### config.mk
export PLATFORM = sky130hd
export DESIGN_NAME = sync_and_clamp_input_select
export DESIGN_NICKNAME = d
export VERILOG_FILES = /design/src/hw/sync_clamp_pkg.sv /design/src/hw/sync_stage2.sv /design/src/hw/sync_and_clamp_input_select.sv
export SDC_FILE = /design/constraint.sdc
export NUM_CORES = 1
export LEC_CHECK = 0
export CAP_MARGIN = 20
export CORE_MARGIN = 2
export CORE_UTILIZATION = 67
export DETAILED_ROUTE_END_ITERATION = 16
export DONT_BUFFER_PORTS = 1
export HOLD_SLACK_MARGIN = 0.06
export PLACE_DENSITY = 0.9
export SLEW_MARGIN = 40
export SYNTH_ARGS = -nofsm -noshare
export SYNTH_HDL_FRONTEND = slang
export SYNTH_SLANG_ARGS = --single-unit
### constraint.sdc
create_clock -name pclk -period 5 [get_ports pclk]
set_input_delay 0.5 -clock pclk [delete_from_list [all_inputs] [get_ports pclk]]
set_output_delay 0.5 -clock pclk [all_outputs]
set_load 0.01 [all_outputs]
### src/hw/sync_clamp_pkg.sv
// Purpose: Shared constants for the sync and clamp input select block
// Assumes: APB register index times four gives the byte address
// Notes:   Times are in pixel clocks of the sampling clock
package sync_clamp_pkg;

	// Register indices; byte address is index times four
	localparam logic [7:0] IDX_CLAMP_DELAY = 8'h05;
	localparam logic [7:0] IDX_CLAMP_DUR   = 8'h06;
	localparam logic [7:0] IDX_SYNC_CTRL   = 8'h0E;
	localparam logic [7:0] IDX_CLAMP_CTRL  = 8'h0F;
	localparam logic [7:0] IDX_SOG_THR     = 8'h10;
	localparam logic [7:0] IDX_STATUS      = 8'h11;

	// Field positions
	localparam int LINE_SYNC_EDGE_BIT = 6;
	localparam int EXT_CLAMP_SEL_BIT  = 7;
	localparam int CLAMP_SENSE_BIT    = 6;

	// Reset values
	localparam logic       EDGE_SEL_RST  = 1'h0;
	localparam logic       EXT_SEL_RST   = 1'h0;
	localparam logic       SENSE_RST     = 1'h1;
	localparam logic [7:0] DELAY_RST     = 8'h08;
	localparam logic [7:0] DUR_RST       = 8'h14;

	// Comparator threshold in millivolts above the negative peak
	localparam int SOG_STEP_MV    = 10;
	localparam int SOG_MIN_MV     = 10;
	localparam int SOG_MAX_MV     = 330;
	localparam int SOG_DEFAULT_MV = 150;
	localparam int SOG_CODE_W     = 6;
	localparam logic [5:0] SOG_CODE_MAX =
		6'((SOG_MAX_MV - SOG_MIN_MV) / SOG_STEP_MV);
	localparam logic [5:0] SOG_CODE_RST =
		6'((SOG_DEFAULT_MV - SOG_MIN_MV) / SOG_STEP_MV);

	// Internal clamp sequencer
	typedef enum logic [2:0] {
		ST_IDLE  = 3'h1,
		ST_DELAY = 3'h2,
		ST_CLAMP = 3'h4
	} clamp_state_t;

endpackage

### src/hw/sync_stage2.sv
// Purpose: Two-flop synchroniser for a group of asynchronous pins
// Assumes: Each bit is an independent level
// Notes:   First stage feeds only the second stage
`timescale 1ns/100ps
`default_nettype none
module sync_stage2 #(
	parameter int WIDTH = 1
) (
	// Clock and reset
	input  wire logic             pclk,
	input  wire logic             presetn,
	// Levels
	input  wire logic [WIDTH-1:0] async_in,
	output logic      [WIDTH-1:0] sync_out
);

	logic [WIDTH-1:0] meta_q;

	always_ff @(posedge pclk or negedge presetn) begin
		if (!presetn) begin
			meta_q   <= '0;
			sync_out <= '0;
		end else begin
			meta_q   <= async_in;
			sync_out <= meta_q;
		end
	end

endmodule
`default_nettype wire

### src/hw/sync_and_clamp_input_select.sv
// Purpose: Line sync edge select, embedded sync conditioning and clamp timing
// Assumes: APB slave, zero wait states, pins asynchronous to pclk
// Notes:   Clamp delay and duration count pixel clocks
`timescale 1ns/100ps
`default_nettype none
module sync_and_clamp_input_select #(
	parameter int CNT_W  = 8,
	parameter int ADDR_W = 12
) (
	// Clock and reset
	input  wire logic              pclk,
	input  wire logic              presetn,
	// APB slave
	input  wire logic              psel,
	input  wire logic              penable,
	input  wire logic              pwrite,
	input  wire logic [ADDR_W-1:0] paddr,
	input  wire logic [31:0]       pwdata,
	output logic      [31:0]       prdata,
	output logic                   pready,
	output logic                   pslverr,
	// Pins
	input  wire logic              line_sync_in,
	input  wire logic              clamp_ext_in,
	input  wire logic              embedded_sync_input,
	// Outputs
	output logic                   embedded_sync_output,
	output logic [5:0]             sog_threshold_code,
	output logic                   line_sync_lead,
	output logic                   clamp_out
);

	////////////////////////////////////////////////////////////////////////
	// Register decode

	function automatic logic hits(input logic [ADDR_W-1:0] a, input logic [7:0] idx);
		hits = (a[ADDR_W-1:2] == (ADDR_W-2)'(idx)) && (a[1:0] == 2'h0);
	endfunction

	logic             edge_sel_q;
	logic             ext_sel_q;
	logic             sense_q;
	logic [CNT_W-1:0] delay_q;
	logic [CNT_W-1:0] dur_q;
	logic [CNT_W-1:0] cnt_q;
	logic [CNT_W-1:0] cnt_d;
	logic             sync_prev_q;
	sync_clamp_pkg::clamp_state_t state_q;
	sync_clamp_pkg::clamp_state_t state_d;

	wire logic setup    = psel && !penable;
	wire logic wr_go    = psel && penable && pready && pwrite;
	wire logic hit_dly  = hits(paddr, sync_clamp_pkg::IDX_CLAMP_DELAY);
	wire logic hit_dur  = hits(paddr, sync_clamp_pkg::IDX_CLAMP_DUR);
	wire logic hit_sync = hits(paddr, sync_clamp_pkg::IDX_SYNC_CTRL);
	wire logic hit_clmp = hits(paddr, sync_clamp_pkg::IDX_CLAMP_CTRL);
	wire logic hit_sog  = hits(paddr, sync_clamp_pkg::IDX_SOG_THR);
	wire logic hit_stat = hits(paddr, sync_clamp_pkg::IDX_STATUS);
	wire logic hit_any  = hit_dly || hit_dur || hit_sync || hit_clmp || hit_sog || hit_stat;

	// Saturate so software cannot program beyond the top of the range
	wire logic [5:0] sog_wr = (pwdata[5:0] > sync_clamp_pkg::SOG_CODE_MAX) ?
		sync_clamp_pkg::SOG_CODE_MAX : pwdata[5:0];

	logic [2:0] pins_sync;
	wire logic  ls_lvl  = pins_sync[0];
	wire logic  ext_lvl = pins_sync[1];
	wire logic  sog_lvl = pins_sync[2];

	wire logic [31:0] rd_sync = 32'(edge_sel_q) << sync_clamp_pkg::LINE_SYNC_EDGE_BIT;
	wire logic [31:0] rd_clmp = (32'(ext_sel_q) << sync_clamp_pkg::EXT_CLAMP_SEL_BIT)
		| (32'(sense_q) << sync_clamp_pkg::CLAMP_SENSE_BIT);
	wire logic [31:0] rd_stat = 32'({state_q, ext_lvl, clamp_out, ls_lvl});
	wire logic [31:0] rd_data =
		hit_dly  ? 32'(delay_q) :
		hit_dur  ? 32'(dur_q) :
		hit_sync ? rd_sync :
		hit_clmp ? rd_clmp :
		hit_sog  ? 32'(sog_threshold_code) :
		hit_stat ? rd_stat : 32'h0;

	// One-cycle access phase: answer prepared during setup
	always_ff @(posedge pclk or negedge presetn) begin
		if (!presetn) begin
			pready  <= 1'h0;
			pslverr <= 1'h0;
			prdata  <= 32'h0;
		end else begin
			pready  <= setup;
			pslverr <= setup && !hit_any;
			prdata  <= (setup && !pwrite) ? rd_data : 32'h0;
		end
	end

	always_ff @(posedge pclk or negedge presetn) begin
		if (!presetn) begin
			edge_sel_q         <= sync_clamp_pkg::EDGE_SEL_RST;
			ext_sel_q          <= sync_clamp_pkg::EXT_SEL_RST;
			sense_q            <= sync_clamp_pkg::SENSE_RST;
			delay_q            <= CNT_W'(sync_clamp_pkg::DELAY_RST);
			dur_q              <= CNT_W'(sync_clamp_pkg::DUR_RST);
			sog_threshold_code <= sync_clamp_pkg::SOG_CODE_RST;
		end else if (wr_go) begin
			if (hit_sync) begin
				edge_sel_q <= pwdata[sync_clamp_pkg::LINE_SYNC_EDGE_BIT];
			end else if (hit_clmp) begin
				ext_sel_q <= pwdata[sync_clamp_pkg::EXT_CLAMP_SEL_BIT];
				sense_q   <= pwdata[sync_clamp_pkg::CLAMP_SENSE_BIT];
			end else if (hit_dly) begin
				delay_q <= pwdata[CNT_W-1:0];
			end else if (hit_dur) begin
				dur_q <= pwdata[CNT_W-1:0];
			end else if (hit_sog) begin
				sog_threshold_code <= sog_wr;
			end
		end
	end

	////////////////////////////////////////////////////////////////////////
	// Pin synchronisers

	sync_stage2 #(
		.WIDTH(3)
	) u_sync (
		.pclk    (pclk),
		.presetn (presetn),
		.async_in({embedded_sync_input, clamp_ext_in, line_sync_in}),
		.sync_out(pins_sync)
	);

	////////////////////////////////////////////////////////////////////////
	// Line sync edges

	wire logic ls_change = ls_lvl != sync_prev_q;
	// Leading edge lands on the level the select bit names
	wire logic ls_lead   = ls_change && (ls_lvl == edge_sel_q);
	wire logic ls_trail  = ls_change && (ls_lvl != edge_sel_q);

	always_ff @(posedge pclk or negedge presetn) begin
		if (!presetn) begin
			sync_prev_q          <= 1'h0;
			line_sync_lead       <= 1'h0;
			embedded_sync_output <= 1'h0;
		end else begin
			sync_prev_q          <= ls_lvl;
			line_sync_lead       <= ls_lead;
			embedded_sync_output <= sog_lvl;
		end
	end

	////////////////////////////////////////////////////////////////////////
	// Internal clamp sequencer

	// A new trailing edge restarts the sequence, so a short line never
	// leaves a stale clamp running into active video
	always_comb begin
		state_d = state_q;
		cnt_d   = cnt_q;
		case (state_q)
			sync_clamp_pkg::ST_DELAY: begin
				cnt_d = cnt_q - CNT_W'(1);
				if (cnt_q == CNT_W'(1)) begin
					state_d = (dur_q != '0) ? sync_clamp_pkg::ST_CLAMP : sync_clamp_pkg::ST_IDLE;
					cnt_d   = dur_q;
				end
			end
			sync_clamp_pkg::ST_CLAMP: begin
				cnt_d = cnt_q - CNT_W'(1);
				if (cnt_q == CNT_W'(1)) begin
					state_d = sync_clamp_pkg::ST_IDLE;
				end
			end
			default: begin
				state_d = sync_clamp_pkg::ST_IDLE;
				cnt_d   = '0;
			end
		endcase
		if (ls_trail) begin
			if (delay_q != '0) begin
				state_d = sync_clamp_pkg::ST_DELAY;
				cnt_d   = delay_q;
			end else if (dur_q != '0) begin
				state_d = sync_clamp_pkg::ST_CLAMP;
				cnt_d   = dur_q;
			end else begin
				state_d = sync_clamp_pkg::ST_IDLE;
				cnt_d   = '0;
			end
		end
	end

	wire logic int_clamp = state_d == sync_clamp_pkg::ST_CLAMP;
	wire logic ext_clamp = ext_lvl == sense_q;
	wire logic clamp_d   = ext_sel_q ? ext_clamp : int_clamp;

	always_ff @(posedge pclk or negedge presetn) begin
		if (!presetn) begin
			state_q   <= sync_clamp_pkg::ST_IDLE;
			cnt_q     <= '0;
			clamp_out <= 1'h0;
		end else begin
			state_q   <= state_d;
			cnt_q     <= cnt_d;
			clamp_out <= clamp_d;
		end
	end
endmodule
`default_nettype wire

==> qor.txt <==
Main synth FF type: dfrtp_1
DRC: 0
RSZ-0062 raised after global routing: no
Power share of the clock group: 0.330
Routed WL per cell: 19.4 microns
Worst EP arrival: 2400 ps
Synth cell types: 52
Drt first pass iters: 4
Clock latency on the worst-skew pair: 310 ps
Peak Freq: 467 MHz
Floorplan row count: 23
Initial antenna violation count: 0
Crit path buf inv count: 1
Critical path required time: 5260 ps
Number of diodes: 0
Initial Util: 0.712
Slew headroom: 0.564
Gp weighted congestion: 0.936
Slew Viols, Final: 0
Crit share post-route: 0.428
Endpoints failing hold: 0
CP startpoint kind: flop
Final #Nets: 309
Crit path max-delay family: simple AND/OR/NAND/NOR gates
Fin cells: 306
Final WS setup: 2860 ps
Overall Global Routing Usage: 0.248
Final setup viols: 0
Die area: 4890 sq um
Cells after Synth: 255
GRT Residual Overflow: 0
CTS H-tree lvls: 2
DRT iter0 DRCs: 228
Fraction of registers with async set/reset: 1.00
Detailed-route via count: 2026
Synth area leader: dfrtp_1
Internal: 596 uW
Clock Pin Slew Worst Setup and Hold Paths: 100 ps
Root buf cell: clkbuf_8
Final core occ: 0.730
Synth Cell Area: 2910 sq um
Number of synthesized flops with an enable pin: 0
Pwr Density: 263 nW/um^2
Synth Register Bits: 56
Yosys top cell area share: 0.413
CTS tree: built
Number of max-cap violations: 0
Layout cells sized above 1: 0.223
Worst-margin pin slew: 649 ps
Maximum VDD drop: 0.181 mV
Area contributors post-synth: dfrtp_1 (41%), mux2_2 (12%), dfstp_2 (7.2%), buf_4 (6.2%), a221o_1 (2.4%)
PortBufs: 0
Logic pwr share: 0.073
Num CTS Buffers: 5
Hold Path Class: in2reg
Placed cells: 296
First-pass GRT wire length: 9.45 mm
Post-place setup slack: 2690 ps
Largest net degree at the start of global routing: 57
Detail Placement HPWL: 4.20 mm
# IOs: 95
Synth Warn #: 0
Flop pwr share: 0.597
Die W: 69.9 microns
Total negative setup slack: 0 ps
Layout fillers: 282
Sw Ratio: 0.241
Status: finished, final reports clean
Total Routed Length: 5.95 mm
Switching pwr: 189 uW
Critical-path cell list: inv_1 > ha_1 > or4b_2 > or3_1 > a221oi_1 > a221o_1
Crit. End Element: flop
CP Class: reg2reg
Antenna-violating nets left: 0
Seq/Total Area, Yosys: 0.485
Vias per inst: 6.62
Vias in the first global route: 1977
Skew final: 7.79 ps
CP Max Fanout: 4
Footprint of the multi-input gates: 1360 sq um
TritonCTS Sinks: 56
Slowest CP cell: or4b_2
Clk buf depth: 2
Die height: 69.9 microns
Placeable Area: 4090 sq um
Area grow syn2layout: 2.41%
Worst hold slack: 211 ps
Synthesized area per cell: 11.4 sq um
Final worst path period need: 2140 ps
P_leak: 0.00136 uW
CP max stage delay: 610 ps
FF+latch area: 1410 sq um
## layout by cell type, fill, tap and decap left out, types with 3 or more instances in the layout
cell type	instances
a211oi_1	5
a21oi_1	9
a221o_1	7
a221oi_1	3
a32oi_1	6
clkbuf_8	6
conb_1	24
dfrtp_1	48
dfstp_2	8
inv_1	3
mux2_2	30
nand2_1	8
nand2b_1	3
nand3_1	4
nand4_1	5
nor2_1	5
nor2b_1	9
nor3_1	4
nor3b_1	3
nor4_1	5
o21ai_0	9
or3_1	6
xnor2_1	3
## layer usage
layer	up-vias	routed length, microns	share of wire	global-route usage
li1	912	-	-	-
met1	1004	2440	0.41	0.322
met2	100	2900	0.49	0.412
met3	10	507	0.085	0.0563
met4	0	102	0.017	0.0897
met5	-	0	0	0
## state kept, by name, summed over array words and instances, names as in the netlist
register,count
pslverr,1
delay_q,8
sync_prev_q,1
ext_sel_q,1
line_sync_lead,1
dur_q,8
cnt_q,8
clamp_out,1
sog_threshold_code,6
embedded_sync_output,1
u_sync.sync_out,3
u_sync.meta_q,3
pready,1
sense_q,1
edge_sel_q,1
prdata,8
state_q,3
## layout make-up
cell class / count / area share
tap: 50 / 0.0210
sequential: 56 / 0.473
clock buffer: 6 / 0.0277
inverter: 3 / 0.00378
clock inverter: 2 / 0.00462
timing repair buffer: 2 / 0.0126
multi-input combinational: 187 / 0.457
## timing repair
action / 4_1_cts / 5_1_grt
hold buffers: 2 / 0
endpoints found under the hold margin: 56 / 0
setup buffers: 0 / 0
gates resized for setup: 0 / 0
## cell families after synthesis
| logic type | synth area share |
|---|---|
| multiplexers | 0.119 |
| XOR/XNOR | 0.0120 |
| buffers and inverters | 0.0769 |
| flip-flops | 0.485 |
| AND/OR/NAND/NOR | 0.162 |
| AO/OA/AOI/OAI | 0.135 |
| other | 0.00129 |
| adder cells (fa/ha/maj) | 0.00859 |
## path summary, 6_finish.rpt
| kind | from | end | slack (ps) | depth (start not counted) |
|---|---|---|---|---|
| min | line_sync_in | u_sync.meta_q[0] | 210 | 0 |
| min in group asynchronous | presetn | cnt_q[4] | 690 | 2 |
| min reg2reg | u_sync.meta_q[0] | u_sync.sync_out[0] | 360 | 0 |
| max in group asynchronous | presetn | sense_q | 4010 | 2 |
| max reg2reg | cnt_q[0] | cnt_q[6] | 2860 | 6 |
| max | cnt_q[0] | cnt_q[6] | 2860 | 6 |
## power groups by stage
stage	combinational, uW	sequential, uW	clock, uW
3_3_place_gp	43.9	477	0
5_1_grt	64.1	469	280
4_1_cts	57.3	469	262
2_1_floorplan	57.1	475	0
6_report	57.5	469	259
3_5_place_dp	45.1	477	0
## through the flow
step | cell area (sq um) | power, uW
global route | 2980 | 814
detailed placement | 2850 | 522
finish | 2980 | 785
CTS | 2980 | 788
floorplan | 3000 | 532
global placement | 2850 | 521
## cell usage after synthesis (all sizes together) (3+ instances only)
master  number
dfrtp       48
mux2        30
buf         26
o21ai       10
a21oi        9
nand2        9
nor2b        9
dfstp        8
nor4         8
a221o        7
a32oi        6
clkbuf       6
or3          6
a211oi       5
nand4        5
nor2         5
nand3        4
nor3         4
a221oi       3
inv          3
nand2b       3
nor3b        3
or4          3
xnor2        3
No activity file was read; power rests on OpenSTA's default activity.
